## src/pfh_pkg.sv

```systemverilog
// Shared types, field layouts and constants of the power-line frame codec.
package pfh_pkg;

  localparam int          HDR_BYTES        = 4;
  localparam int          FCS_BYTES        = 2;
  localparam int          ADDR_SHORT_BYTES = 2;
  localparam int          ADDR_LONG_BYTES  = 6;
  localparam int          SEG_LEN_W        = 11;
  localparam logic [7:0]  PRE_BYTE         = 8'h55;
  localparam logic [7:0]  PAD_BYTE         = 8'h00;
  localparam logic [15:0] CRC_POLY         = 16'h1021;
  localparam logic [15:0] CRC_INIT         = 16'hFFFF;
  localparam logic [15:0] CRC_RESIDUE      = 16'h0000;

  // Header byte 0, bit 7 down to bit 0.
  typedef struct packed {
    logic       chan_qual_req;
    logic       encrypt;
    logic [2:0] key_selector;
    logic       ack_req;
    logic       high_prio;
    logic       long_addr;
  } pfh_rxctl_s;

  // Header bytes 0 to 3, byte 0 in the top bits.
  typedef struct packed {
    pfh_rxctl_s           ctl;
    logic [7:0]           block_sequence_number;
    logic                 final_segment_flag;
    logic [3:0]           segment_counter;
    logic [SEG_LEN_W-1:0] segment_byte_length;
  } pfh_hdr_s;

  typedef struct packed {
    pfh_rxctl_s           ctl;
    logic                 final_segment_flag;
    logic [SEG_LEN_W-1:0] segment_byte_length;
    logic [SEG_LEN_W-1:0] block_bytes;
    logic [47:0]          destination_station_address;
    logic [47:0]          source_station_address;
  } pfh_tx_cmd_s;

  typedef struct packed {
    logic       preamble;
    logic       last;
    logic [7:0] data;
  } pfh_line_s;

  typedef struct packed {
    pfh_hdr_s    hdr;
    logic [47:0] destination_station_address;
    logic [47:0] source_station_address;
    logic        multicast;
    logic        accepted;
  } pfh_rx_info_s;

  typedef enum {T_IDLE, T_PRE, T_HDR, T_DST, T_SRC, T_DATA, T_PAD, T_FCS} pfh_tx_e;
  typedef enum {R_HDR, R_DST, R_SRC, R_DATA, R_PAD} pfh_rx_e;

  // One byte through the CRC16, most significant bit first.
  function automatic logic [15:0] pfh_crc_byte(input logic [15:0] crc, input logic [7:0] b);
    logic [15:0] c;
    c = crc ^ {b, 8'h00};
    for (int i = 0; i < 8; i++) begin
      c = c[15] ? ({c[14:0], 1'b0} ^ CRC_POLY) : {c[14:0], 1'b0};
    end
    return c;
  endfunction : pfh_crc_byte

endpackage : pfh_pkg

```

## src/pfh_buf2.sv

```systemverilog
// Small valid/ready buffer, two entries by default, for the outgoing line bytes.
module pfh_buf2 #(
  parameter int W     = 10,
  parameter int DEPTH = 2
) (
  input  wire logic         clk_sys,
  input  wire logic         sys_rst,
  input  wire logic         in_valid,
  output logic              in_ready,
  input  wire logic [W-1:0] in_data,
  output logic              out_valid,
  input  wire logic         out_ready,
  output logic [W-1:0]      out_data
);
  localparam int AW = (DEPTH > 1) ? $clog2(DEPTH) : 1;

  logic [W-1:0]  mem [DEPTH];
  logic [AW-1:0] wr_ptr;
  logic [AW-1:0] rd_ptr;
  logic [AW:0]   count;
  logic          wr;
  logic          rd;

  assign in_ready  = (count != (AW+1)'(DEPTH));
  assign out_valid = (count != '0);
  assign out_data  = mem[rd_ptr];
  assign wr        = in_valid && in_ready;
  assign rd        = out_valid && out_ready;

  always_ff @(posedge clk_sys) begin
    if (wr) begin
      mem[wr_ptr] <= in_data;
    end
  end

  always_ff @(posedge clk_sys) begin
    if (sys_rst) begin
      wr_ptr <= '0;
      rd_ptr <= '0;
      count  <= '0;
    end else begin
      if (wr) begin
        wr_ptr <= (wr_ptr == AW'(DEPTH - 1)) ? '0 : wr_ptr + 1'b1;
      end
      if (rd) begin
        rd_ptr <= (rd_ptr == AW'(DEPTH - 1)) ? '0 : rd_ptr + 1'b1;
      end
      count <= count + (AW+1)'(wr) - (AW+1)'(rd);
    end
  end

endmodule : pfh_buf2

```

## src/pfh_codec.sv

```systemverilog
// Power-line frame builder and parser: header packing, addressing, padding and CRC16.
// Functional notes
// - A sent frame is preamble, four header bytes, destination, source, data, padding, two CRC bytes.
// - Header byte 0 bit 7 is the channel quality request.
// - Header byte 0 bit 6 says the data field is encrypted.
// - Header byte 0 bits 5 to 3 select one of eight keys.
// - Header byte 0 bit 2 requests an acknowledgement and bit 1 marks high priority.
// - Header byte 0 bit 0 picks six-byte addresses when set and two-byte addresses when clear.
// - Header byte 1 is a sequence number that steps once per new service block sent.
// - Header byte 2 bit 7 is set only on the final or sole segment of a block.
// - Header byte 2 bits 6 to 3 count segments from zero, one more per segment sent.
// - The 11-bit data length sits in byte 2 bits 2 to 0 (high part) and byte 3 (low part).
// - On receive the data length separates real data from padding, which is dropped.
// - Zero bytes fill the block between data and CRC when the data falls short.
// - Padding is only sent in the final segment of a transfer.
// - A destination is accepted when it is this station's address or a multicast address.
module pfh_codec #(
  parameter int PRE_LEN = 8
) (
  input  wire logic                clk_sys,
  input  wire logic                sys_rst,
  input  wire logic [47:0]         station_address,
  input  wire logic                tx_start,
  output logic                     tx_start_ready,
  input  wire pfh_pkg::pfh_tx_cmd_s tx_cmd,
  input  wire logic                tx_data_valid,
  output logic                     tx_data_ready,
  input  wire logic [7:0]          tx_data,
  output logic                     line_valid,
  input  wire logic                line_ready,
  output pfh_pkg::pfh_line_s       line_out,
  input  wire logic                rx_valid,
  input  wire logic [7:0]          rx_byte,
  input  wire logic                rx_last,
  output logic                     rx_info_valid,
  output pfh_pkg::pfh_rx_info_s    rx_info,
  output logic                     rx_data_valid,
  output logic [7:0]               rx_data,
  output logic                     rx_done,
  output logic                     rx_crc_err
);
  import pfh_pkg::*;

  localparam logic [10:0] HDR_LAST   = 11'(HDR_BYTES - 1);
  localparam logic [10:0] FCS_LAST   = 11'(FCS_BYTES - 1);
  localparam logic [10:0] PRE_LAST   = 11'(PRE_LEN - 1);
  localparam logic [10:0] ASHORT_LST = 11'(ADDR_SHORT_BYTES - 1);
  localparam logic [10:0] ALONG_LST  = 11'(ADDR_LONG_BYTES - 1);

  // Transmit side.
  pfh_tx_e     tx_state;
  pfh_tx_cmd_s cmd;
  logic [10:0] cnt;
  logic [15:0] crc;
  logic [7:0]  seq;
  logic [3:0]  segcnt;
  logic        push;
  logic        fire;
  logic        buf_in_ready;
  pfh_line_s   pline;
  pfh_hdr_s    hdr_word;
  logic [10:0] lim_last;
  logic [10:0] addr_last;
  logic [10:0] pad_len;
  pfh_tx_e     after_src;
  pfh_tx_e     after_data;

  assign hdr_word = {cmd.ctl, seq, cmd.final_segment_flag, segcnt,
                     cmd.segment_byte_length};
  assign addr_last = cmd.ctl.long_addr ? ALONG_LST : ASHORT_LST;
  assign pad_len = (cmd.final_segment_flag && cmd.block_bytes > cmd.segment_byte_length)
                   ? cmd.block_bytes - cmd.segment_byte_length : '0;
  assign after_data = (pad_len != '0) ? T_PAD : T_FCS;
  assign after_src  = (cmd.segment_byte_length != '0) ? T_DATA : after_data;
  assign tx_start_ready = (tx_state == T_IDLE);
  assign tx_data_ready  = (tx_state == T_DATA) && buf_in_ready;
  assign fire = push && buf_in_ready;

  always_comb begin
    push       = 1'b0;
    pline      = '0;
    lim_last   = '0;
    unique case (tx_state)
      T_IDLE: begin
      end
      T_PRE: begin
        push           = 1'b1;
        pline.preamble = 1'b1;
        pline.data     = PRE_BYTE;
        lim_last       = PRE_LAST;
      end
      T_HDR: begin
        push       = 1'b1;
        pline.data = 8'(hdr_word >> {2'(HDR_LAST - cnt), 3'b000});
        lim_last   = HDR_LAST;
      end
      T_DST: begin
        push       = 1'b1;
        pline.data = 8'(cmd.destination_station_address >> {3'(addr_last - cnt), 3'b000});
        lim_last   = addr_last;
      end
      T_SRC: begin
        push       = 1'b1;
        pline.data = 8'(cmd.source_station_address >> {3'(addr_last - cnt), 3'b000});
        lim_last   = addr_last;
      end
      T_DATA: begin
        push       = tx_data_valid;
        pline.data = tx_data;
        lim_last   = cmd.segment_byte_length - 11'd1;
      end
      T_PAD: begin
        push       = 1'b1;
        pline.data = PAD_BYTE;
        lim_last   = pad_len - 11'd1;
      end
      T_FCS: begin
        push       = 1'b1;
        pline.data = cnt[0] ? crc[7:0] : crc[15:8];
        pline.last = (cnt == FCS_LAST);
        lim_last   = FCS_LAST;
      end
    endcase
  end

  // Frame sequencer: each field ends after its last byte is taken by the buffer.
  always_ff @(posedge clk_sys) begin
    if (sys_rst) begin
      tx_state <= T_IDLE;
      cnt      <= '0;
      cmd      <= '0;
    end else if (tx_state == T_IDLE) begin
      cnt <= '0;
      if (tx_start) begin
        cmd      <= tx_cmd;
        tx_state <= T_PRE;
      end
    end else if (fire) begin
      if (cnt == lim_last) begin
        cnt <= '0;
        unique case (tx_state)
          T_PRE:   tx_state <= T_HDR;
          T_HDR:   tx_state <= T_DST;
          T_DST:   tx_state <= T_SRC;
          T_SRC:   tx_state <= after_src;
          T_DATA:  tx_state <= after_data;
          T_PAD:   tx_state <= T_FCS;
          T_FCS:   tx_state <= T_IDLE;
          T_IDLE:  tx_state <= T_IDLE;
        endcase
      end else begin
        cnt <= cnt + 11'd1;
      end
    end
  end

  always_ff @(posedge clk_sys) begin
    if (sys_rst || tx_state == T_IDLE) begin
      crc <= CRC_INIT;
    end else if (fire && tx_state != T_PRE && tx_state != T_FCS) begin
      crc <= pfh_crc_byte(crc, pline.data);
    end
  end

  // Segment counter restarts and the sequence number steps after a final segment.
  always_ff @(posedge clk_sys) begin
    if (sys_rst) begin
      seq    <= '0;
      segcnt <= '0;
    end else if (fire && pline.last) begin
      if (cmd.final_segment_flag) begin
        seq    <= seq + 8'd1;
        segcnt <= '0;
      end else begin
        segcnt <= segcnt + 4'd1;
      end
    end
  end

  pfh_buf2 #(
    .W     ($bits(pfh_line_s)),
    .DEPTH (2)
  ) u_line_buf (
    .clk_sys   (clk_sys),
    .sys_rst   (sys_rst),
    .in_valid  (push),
    .in_ready  (buf_in_ready),
    .in_data   (pline),
    .out_valid (line_valid),
    .out_ready (line_ready),
    .out_data  (line_out)
  );

  // Receive side.
  pfh_rx_e      rx_state;
  logic [10:0]  rcnt;
  logic [15:0]  rcrc;
  logic [15:0]  rcrc_next;
  logic [31:0]  hdr_sr;
  logic [47:0]  dst_sr;
  logic [47:0]  src_sr;
  logic [47:0]  dst_next;
  logic [47:0]  src_next;
  pfh_hdr_s     rhdr;
  logic [10:0]  raddr_last;
  logic         mcast;
  logic         own_hit;

  assign rhdr       = hdr_sr;
  assign raddr_last = rhdr.ctl.long_addr ? ALONG_LST : ASHORT_LST;
  assign rcrc_next  = pfh_crc_byte(rcrc, rx_byte);
  assign dst_next   = {dst_sr[39:0], rx_byte};
  assign src_next   = {src_sr[39:0], rx_byte};
  // The group bit is the low bit of the first address byte on the line.
  assign mcast   = rhdr.ctl.long_addr ? dst_next[40] : dst_next[8];
  assign own_hit = rhdr.ctl.long_addr ? (dst_next == station_address)
                                      : (dst_next[15:0] == station_address[15:0]);

  always_ff @(posedge clk_sys) begin
    if (sys_rst) begin
      rx_state      <= R_HDR;
      rcnt          <= '0;
      rcrc          <= CRC_INIT;
      hdr_sr        <= '0;
      dst_sr        <= '0;
      src_sr        <= '0;
      rx_info       <= '0;
      rx_info_valid <= 1'b0;
      rx_data_valid <= 1'b0;
      rx_data       <= '0;
      rx_done       <= 1'b0;
      rx_crc_err    <= 1'b0;
    end else begin
      rx_info_valid <= 1'b0;
      rx_data_valid <= 1'b0;
      rx_done       <= 1'b0;
      if (rx_valid && rx_last) begin
        rx_state   <= R_HDR;
        rcnt       <= '0;
        rcrc       <= CRC_INIT;
        rx_done    <= 1'b1;
        rx_crc_err <= (rcrc_next != CRC_RESIDUE) || (rx_state != R_PAD);
      end else if (rx_valid) begin
        rcrc <= rcrc_next;
        rcnt <= rcnt + 11'd1;
        unique case (rx_state)
          R_HDR: begin
            hdr_sr <= {hdr_sr[23:0], rx_byte};
            if (rcnt == HDR_LAST) begin
              rcnt     <= '0;
              rx_state <= R_DST;
            end
          end
          R_DST: begin
            dst_sr <= dst_next;
            if (rcnt == raddr_last) begin
              rcnt     <= '0;
              rx_state <= R_SRC;
              rx_info.destination_station_address <= rhdr.ctl.long_addr ? dst_next
                                                     : {32'h0, dst_next[15:0]};
              rx_info.multicast <= mcast;
              rx_info.accepted  <= mcast || own_hit;
            end
          end
          R_SRC: begin
            src_sr <= src_next;
            if (rcnt == raddr_last) begin
              rcnt          <= '0;
              rx_info_valid <= 1'b1;
              rx_info.hdr   <= rhdr;
              rx_info.source_station_address <= rhdr.ctl.long_addr ? src_next
                                                : {32'h0, src_next[15:0]};
              rx_state <= (rhdr.segment_byte_length != '0) ? R_DATA : R_PAD;
            end
          end
          R_DATA: begin
            rx_data_valid <= rx_info.accepted;
            rx_data       <= rx_byte;
            if (rcnt == rhdr.segment_byte_length - 11'd1) begin
              rcnt     <= '0;
              rx_state <= R_PAD;
            end
          end
          R_PAD: begin
            rcnt <= rcnt;
          end
        endcase
      end
    end
  end

  a_frame_order: assert property (@(posedge clk_sys) disable iff (sys_rst)
    (tx_state == T_HDR && $past(tx_state) != T_HDR) |-> $past(tx_state) == T_PRE)
    else $error("Header did not follow the preamble.");
  a_ctl_byte: assert property (@(posedge clk_sys) disable iff (sys_rst)
    (fire && tx_state == T_HDR && cnt == 11'd0) |-> pline.data == 8'(cmd.ctl))
    else $error("Header byte 0 does not match the control fields.");
  a_seq_step: assert property (@(posedge clk_sys) disable iff (sys_rst)
    (fire && pline.last && cmd.final_segment_flag) |=> seq == 8'($past(seq) + 8'd1))
    else $error("Sequence number did not step after a final segment.");
  a_seg_byte: assert property (@(posedge clk_sys) disable iff (sys_rst)
    (fire && tx_state == T_HDR && cnt == 11'd2) |->
      pline.data == {cmd.final_segment_flag, segcnt, cmd.segment_byte_length[10:8]})
    else $error("Header byte 2 is packed wrongly.");
  a_seg_count: assert property (@(posedge clk_sys) disable iff (sys_rst)
    (fire && pline.last && !cmd.final_segment_flag) |=> segcnt == 4'($past(segcnt) + 4'd1))
    else $error("Segment counter did not step.");
  a_pad_zero: assert property (@(posedge clk_sys) disable iff (sys_rst)
    (tx_state == T_PAD) |-> (cmd.final_segment_flag && pline.data == PAD_BYTE))
    else $error("Padding outside a final segment or not zero.");
  a_fcs_tail: assert property (@(posedge clk_sys) disable iff (sys_rst)
    (fire && pline.last) |=> tx_state == T_IDLE && $past(pline.data) == $past(crc[7:0]))
    else $error("Frame did not end on the CRC low byte.");
  a_rx_strip: assert property (@(posedge clk_sys) disable iff (sys_rst)
    rx_data_valid |-> $past(rx_state) == R_DATA && $past(rx_valid))
    else $error("Data delivered outside the data field.");

endmodule : pfh_codec

```

## config.mk

```make
export PLATFORM = sky130hd
export DESIGN_NAME = pfh_codec
export DESIGN_NICKNAME = d
export VERILOG_FILES = /design/src/pfh_pkg.sv /design/src/pfh_buf2.sv /design/src/pfh_codec.sv
export SDC_FILE = /design/constraint.sdc
export NUM_CORES = 1
export LEC_CHECK = 0
export ABC_AREA = 0
export BUFFER_PORTS_ARGS = -buffer_cell sky130_fd_sc_hd__buf_2
export CORE_MARGIN = 3
export CORE_UTILIZATION = 55
export DETAILED_ROUTE_END_ITERATION = 6
export PLACE_DENSITY = 0.86
export REMOVE_ABC_BUFFERS = 1
export SLEW_MARGIN = 20
export SYNTH_ARGS = -nofsm -noshare
export SYNTH_HDL_FRONTEND = slang
export SYNTH_SLANG_ARGS = --single-unit
```

## constraint.sdc

```tcl
create_clock -name clk_sys -period 5.5 [get_ports clk_sys]
set_clock_uncertainty 0.2 [all_clocks]
set_input_delay 0.55 -clock clk_sys [delete_from_list [all_inputs] [get_ports clk_sys]]
set_output_delay 0.55 -clock clk_sys [all_outputs]
set_load 0.02 [all_outputs]
```

==> summary.txt, run 1 <==
Run status
  – Outcome: complete, no violations

Global route
  – Overflow after GRT: 0
  – Initial antenna violation count: 3
  – GRT Overall Usage: 28.7%
  – Vias in the first global route: 19,100
  – Global-route wire length before repair: 97.4 mm
  – Pin count of the biggest net entering global routing: 252

Synth
  – Synth warnings: 0
  – Avg Cell Area, Syn: 8.12 µm²
  – Post-Syn Area: 21,400 µm²
  – Post-synthesis sequential area ratio: 45.8%
  – Syn Inst Count: between 2,000 and 3,000
  – Top_reg_cell synth: dfxtp_1
  – Post-synth EDFFs: 20
  – Yosys reg bits: 478
  – Fraction of registers with async set/reset: 0%
  – Netlist cell types: 80

Finish
  – Footprint of the multi-input gates: 10,800 µm²
  – Most frequent cells in the layout: nand2_1 (765), dfxtp_1 (456), a21oi_1 (412)
  – Commonest non-fill, non-tap cell in the layout: nand2_1
  – Layout Nets: 3,119
  – Layout area overhead: 17.7%
  – Reg area: slightly below 10,000 µm²
  – Fill cells: around 3,000
  – Layout cell share with drive strength beyond 1: 18.3%

Setup path
  – CP Launch Type: register
  – Setup CP Type: reg -> reg
  – Bufs and invs on worst path: 2
  – Data arrival, critical path: 5.51 ns
  – Setup crit end kind: register
  – Critical Path RT: 5.80 ns
  – CP max FO: 8
  – Top Family by Delay on Critical Path: simple AND/OR/NAND/NOR gates
  – Slowest cell on the critical path: or4b_2
  – Slowest stage delay, CP: 0.64 ns
  – CP cell instances: inv_1, ha_1, and3b_1, o211a_1, a2111oi_4, buf_4, nor3_1, a21oi_1, ha_1, nand2_1, a21o_1, or3_4, nand4bb_1, xnor3_1, or4b_2, o311a_1, or4_1, a21oi_1

Floorplan
  – Initial core utilization: 56.3%
  – Die ar.: roughly 40,000 µm²
  – Site row count: 71
  – Die H: 203 µm
  – Core area: roughly 38,000 µm²
  – Chip width: slightly above 200 µm
  – Io pins: 353

Route
  – DR DRC count: 0
  – DR vias: 19,700
  – ANT nets after route: 0
  – Routed len/inst: 17.9 µm
  – DR iter-0 viols: roughly 1,800
  – Via density: between 5 and 6
  – Initial DRT Pass Iterations: 5
  – Routed wire length: 61.7 mm

Clock tree
  – CTS root buffer: clkbuf_16
  – Worst-path clk slew: 0.06 ns
  – CTS max path bufs: 3
  – CTS sink count: 478
  – Clock latency on the worst-skew pair: roughly 0.58 ns
  – TritonCTS clock tree: yes
  – CTS Buf Count: 47
  – H-Tree Depth: 2

Placement
  – Pre-CTS setup slack: 0.130 ns
  – Placer congestion estimate: 0.881
  – DP HPWL: ~42 mm
  – IO buf count: approximately 350

STA
  – Final setup fails: 0
  – Setup ws final: 0.294 ns
  – Relative slew margins: 34.6%
  – Final min period: approximately 5.2 ns
  – Pins over their slew limit: 0
  – FMAX: around 0.19 GHz
  – Worst Tran Pin Value: 0.981 ns
  – Crit share post-route: 94.7%
  – WHS: 0.0259 ns
  – Hold Vio Cnt, Final: 0

Pwr
  – Cell Pwr Density: 336 nW/µm²
  – VDD IR max: 0.224 mV
  – Leakage power: 9.63 nW

Job
  – Number of max-cap violations: 0

Worst hold path
  – Worst Hold Class: in -> reg
[cells in the mapped netlist (all sizes together) (4+ instances only)]
cell / count / area share, %
and3: 14 / 0.41
nor3b: 12 / 0.42
a21oi: 413 / 9.7
nor4: 14 / 0.41
o22ai: 6 / 0.18
xnor3: 4 / 0.42
a31o: 6 / 0.29
ha: 22 / 1.3
or2: 7 / 0.21
xor2: 34 / 1.4
mux2: 11 / 0.58
o21a: 4 / 0.14
clkbuf: 176 / 3.1
nand4: 26 / 0.76
nor2b: 9 / 0.26
and2: 9 / 0.26
o21ai: 75 / 1.8
a22oi: 5 / 0.18
nor3: 23 / 0.56
nand2b: 10 / 0.29
buf: 15 / 0.28
or4b: 4 / 0.19
mux4: 32 / 3.4
dfxtp: 458 / 43
mux2i: 30 / 1.4
a211o: 4 / 0.16
or3: 12 / 0.38
o31ai: 8 / 0.30
a31oi: 4 / 0.12
a221o: 5 / 0.23
a211oi: 4 / 0.14
nor2: 86 / 1.5
nand3b: 10 / 0.35
o2111ai: 4 / 0.16
or4: 5 / 0.18
nand2: 768 / 14
inv: 29 / 0.51
edfxtp: 20 / 2.8
a21o: 6 / 0.21
nand3: 85 / 2.0
xnor2: 101 / 4.1
o211ai: 16 / 0.56
[timing repair]
item	in CTS	in global routing
endpoints found under the hold margin	28	0
gates resized for setup	0	2
buffers inserted	0	1
endpoints found under the setup margin	0	13
hold buffers	28	0
[routing by layer]
layer	GRT usage [%]	share of wire (%)	wire length, µm
met3	7.47	8.7	5380
met1	35.8	40	24700
met2	48.4	48	29400
met5	0	0.015	9
met4	9.98	3.5	2190
[final timing paths]
path / from / to / slack [ns] / cells past startpoint
min: tx_cmd[60] / cmd[60] / 0.03 / 3
max: cmd[109] / tx_state[2] / 0.29 / 18
max reg2reg: cmd[109] / tx_state[2] / 0.29 / 18
min reg2reg: rx_info[91] / rx_info[91] / 0.25 / 2
[kinds of logic after synthesis]
family / after synthesis / synth area share [%]
and+or+nand+nor: 1107 / 22.2
AOI/OAI and AO/OA: 588 / 15.4
DFF: 478 / 45.8
buffers and inverters: 221 / 3.90
xor gates and xnor gates: 139 / 5.96
muxes: 73 / 5.36
adders and majority gates: 23 / 1.38
[per-stage QoR]
stage / utilization, % / setup TNS (ns) / cells / total power, W / cell area [µm²]
finish: 66.2 / 0 / 3447 / 0.00845 / 25100
global route: 66.2 / -0.0121 / 3445 / 0.00880 / 25100
CTS: 66.1 / 0 / 3442 / 0.00847 / 25100
detailed placement: 61.5 / 0 / 3330 / 0.00535 / 23300
global placement: 61.5 / 0 / 3330 / 0.00530 / 23300
floorplan: - / 0 / 2438 / 0.00485 / 20600
[worst register-to-register path, cell delays in order, from the launching register on]
cell       delay, ns
dfxtp_1         0.44
inv_1           0.12
ha_1            0.38
and3b_1         0.25
o211a_1         0.28
a2111oi_4       0.27
buf_4           0.19
nor3_1          0.06
a21oi_1         0.14
ha_1            0.23
nand2_1         0.07
a21o_1          0.17
or3_4           0.42
nand4bb_1       0.24
xnor3_1         0.22
or4b_2          0.64
o311a_1         0.18
or4_1           0.48
a21oi_1         0.15
[cell type report]
type | count | share of cell area (%)
Timing Repair Buffer | 411 | 9.22
Clock buffer | 66 | 5.28
Tap cell | 511 | 2.54
Sequential cell | 478 | 38.9
Clock inverter | 18 | 0.558
Antenna cell | 3 | 0.0299
Inverter | 30 | 0.448
Multi-Input combinational cell | 1930 | 43.0
[power by group]
part / internal (W) / switching (W) / leakage (nW)
Combinational: 0.000621 / 0.000934 / 5.00
Clock: 0.00174 / 0.00138 / 0.727
Sequential: 0.00366 / 0.000120 / 3.90
Total: 0.00602 / 0.00243 / 9.63
[registers in the layout, summed over array words and instances, names as in the netlist, named ones only]
register / count
tx_state: 3
u_line_buf.wr_ptr: 1
u_line_buf.mem: 20
rx_data_valid: 1
rx_info_valid: 1
rx_crc_err: 1
src_sr: 40
segcnt: 4
crc: 16
rx_state: 3
cnt: 11
hdr_sr: 32
rx_done: 1
rx_info: 130
dst_sr: 40
u_line_buf.count: 2
rcnt: 11
rx_data: 8
seq: 8
cmd: 127
u_line_buf.rd_ptr: 1
rcrc: 16
(Power assumes the default switching activity.)
==> run 2: changes to the inputs <==
Settings changed: RECOVER_POWER set to 100.
==> summary.txt, run 2 (synthesis results as in run 1) <==
Pwr
  – Int Power: 0.00601 W
  – Clock share of power: 36.9%
  – Sequential share of power: 44.8%
  – Sw frac: 28.8%
  – Switch Pwr: 0.00243 W
  – Cell Pwr Density: 339 nW/µm²
  – Leakage power: 8.95 nW
  – VDD IR max: approximately 0.23 mV
  – Combinational Power Share: a little under a fifth

STA
  – FMAX: about 0.19 GHz
  – WHS: 0.0249 ns
  – Setup TNS: 0 ns
  – Final setup fails: 0
  – Relative slew margins: -67.4%
  – Hold Vio Cnt, Final: 0
  – Pins over their slew limit: 280
  – Worst Tran Pin Value: 2.51 ns
  – Crit share post-route: 94.9%
  – Final min period: 5.22 ns

Clock tree
  – Worst-path clk slew: ~0.060 ns
  – TritonCTS clock tree: yes
  – CTS max path bufs: 3
  – H-Tree Depth: 2
  – CTS sink count: 478
  – CTS Buf Count: between 40 and 50
  – CTS root buffer: clkbuf_16
  – Clock latency on the worst-skew pair: between 0.5 and 0.6 ns

Setup path
  – Data arrival, critical path: 5.46 ns
  – Setup CP Type: reg -> reg
  – Setup crit end kind: register
  – Bufs and invs on worst path: 3
  – CP max FO: 10
  – Slowest cell on the critical path: or4b_2
  – Slowest stage delay, CP: 0.64 ns
  – Critical Path RT: 5.74 ns
  – Reg-to-Reg End: cnt[9]
  – R2R depth: 19
  – CP cell instances: inv_1, ha_1, and3b_1, o211a_1, a2111oi_4, buf_4, nor3_1, a21oi_1, ha_1, nand2_1, a21o_1, or3_4, nand4bb_1, xnor3_1, or4b_2, o311a_1, buf_4, o21ai_4, nor2_1
  – Worst r2r src: cmd[109]
  – Crit. Startpoint: cmd[109]
  – CP Launch Type: register
  – Top Family by Delay on Critical Path: simple AND/OR/NAND/NOR gates
  – FF-to-FF setup slack: 0.28 ns

Finish
  – Commonest non-fill, non-tap cell in the layout: nand2_1
  – Largest register by flop count: rx_info
  – Fill cells: 3,137
  – Layout cell share with drive strength beyond 1: 12.6%
  – Most frequent cells in the layout: nand2_1 (767), dfxtp_1 (456), a21oi_1 (413)
  – Top flop regs: rx_info x130, cmd x127
  – Layout Nets: 3,119
  – Max reg flops: 130
  – Fin area: 24,900 µm²
  – Layout area overhead: 16.6%
  – Footprint of the multi-input gates: approximately 11,000 µm²
  – Reg area: between 9000 and 10,000 µm²

Job
  – Number of max-cap violations: 5

Route
  – DR vias: slightly below 20,000
  – DR iter-0 viols: 1,755
  – Routed len/inst: 17.9 µm
  – Initial DRT Pass Iterations: 7
  – Via density: 5.73
  – Routed wire length: 61.7 mm
  – ANT nets after route: 0
  – DR DRC count: 0

Worst hold path
  – Hold Path End: cmd[60]
  – Hold Path Origin: tx_cmd[60]
  – Worst Hold Path Cells: 3
  – Worst Hold Class: in -> reg

Floorplan
  – Die ar.: between 40,000 and 50,000 µm²
  – Io pins: 353
  – Die H: 203 µm
  – Core area: approximately 38,000 µm²
  – Initial core utilization: 56.3%
  – Site row count: 71
  – Chip width: 203 µm

Global route
  – Initial antenna violation count: 3
  – Global-route wire length before repair: 97.4 mm
  – GRT Overall Usage: 28.7%
  – Pin count of the biggest net entering global routing: 252
  – Overflow after GRT: 0
  – Vias in the first global route: 19,100

Placement
  – Placer congestion estimate: 0.881
  – DP HPWL: 41.8 mm
  – Placed cell area: approximately 23,000 µm²
  – IO buf count: between 300 and 400

Run status
  – Failing checks: max-capacitance violations, max-slew violations
  – Outcome: finished with violations
[run 2: cell count changes in the layout (fill, tap and decap cells not counted), sizes merged]
cell | previous run | this run
buf | 383 | 224
diode | 3 | 2
clkbuf | 66 | 225
[run 2: how the worst max path moves through the flow]
stage / endpoint / slack [ns] / depth (start not counted)
global route: tx_state[2] / -0.007 / 18
detailed placement: cnt[8] / 0.13 / 18
floorplan: tx_state[2] / 0.54 / 17
global placement: cnt[0] / 0.31 / 18
CTS: cnt[9] / 0.11 / 18
finish: cnt[9] / 0.28 / 19
[run 2: worst register-to-register path, cell delays in order, from the launching register on]
cell and delay [ns]:
dfxtp_1 0.44, inv_1 0.12, ha_1 0.38, and3b_1 0.25
o211a_1 0.28, a2111oi_4 0.27, buf_4 0.20, nor3_1 0.06
a21oi_1 0.14, ha_1 0.23, nand2_1 0.07, a21o_1 0.17
or3_4 0.42, nand4bb_1 0.24, xnor3_1 0.23, or4b_2 0.64
o311a_1 0.18, buf_4 0.18, o21ai_4 0.29, nor2_1 0.10
[run 2: area by class of cell]
class,count,area share [%]
multi-input cells,1930,43.4
flip-flops and latches,478,39.3
repair buffers,411,8.45
clock buffers,66,5.33
well taps,511,2.57
clock inverters,18,0.563
inverters,30,0.452
diodes,2,0.0201
[run 2: metrics by stage]
| step | power (W) | std cells | util (%) | setup slack, ns |
|---|---|---|---|---|
| floorplan | 0.00485 | 2438 | - | 0.544 |
| global placement | 0.00530 | 3330 | 61.5 | 0.308 |
| detailed placement | 0.00535 | 3330 | 61.5 | 0.130 |
| CTS | 0.00847 | 3442 | 66.1 | 0.112 |
| global route | 0.00879 | 3445 | 65.6 | -0.00666 |
| finish | 0.00844 | 3446 | 65.6 | 0.282 |
[run 2: power by group through the flow]
| stage | registers [W] | logic, W | clock network, W |
|---|---|---|---|
| after floorplan | 0.00383 | 0.00102 | 0 |
| after global placement | 0.00384 | 0.00146 | 0 |
| after detailed placement | 0.00386 | 0.00149 | 0 |
| after CTS | 0.00378 | 0.00153 | 0.00317 |
| after global routing | 0.00380 | 0.00169 | 0.00331 |
| final | 0.00378 | 0.00154 | 0.00312 |
[run 2: timing repair]
action,in CTS,in global routing
hold buffers,28,0
buffers inserted,0,1
setup endpoints to repair,0,13
resized for setup,0,2
endpoints found under the hold margin,28,0
[run 2: layer usage]
metal / global-route usage, % / vias to the layer above / part of all wire (%)
met4: 9.98 / 2 / 3.8
met5: 0 / - / 0.015
li1: - / 9478 / -
met1: 35.8 / 9242 / 40
met3: 7.47 / 174 / 8.6
met2: 48.4 / 841 / 47
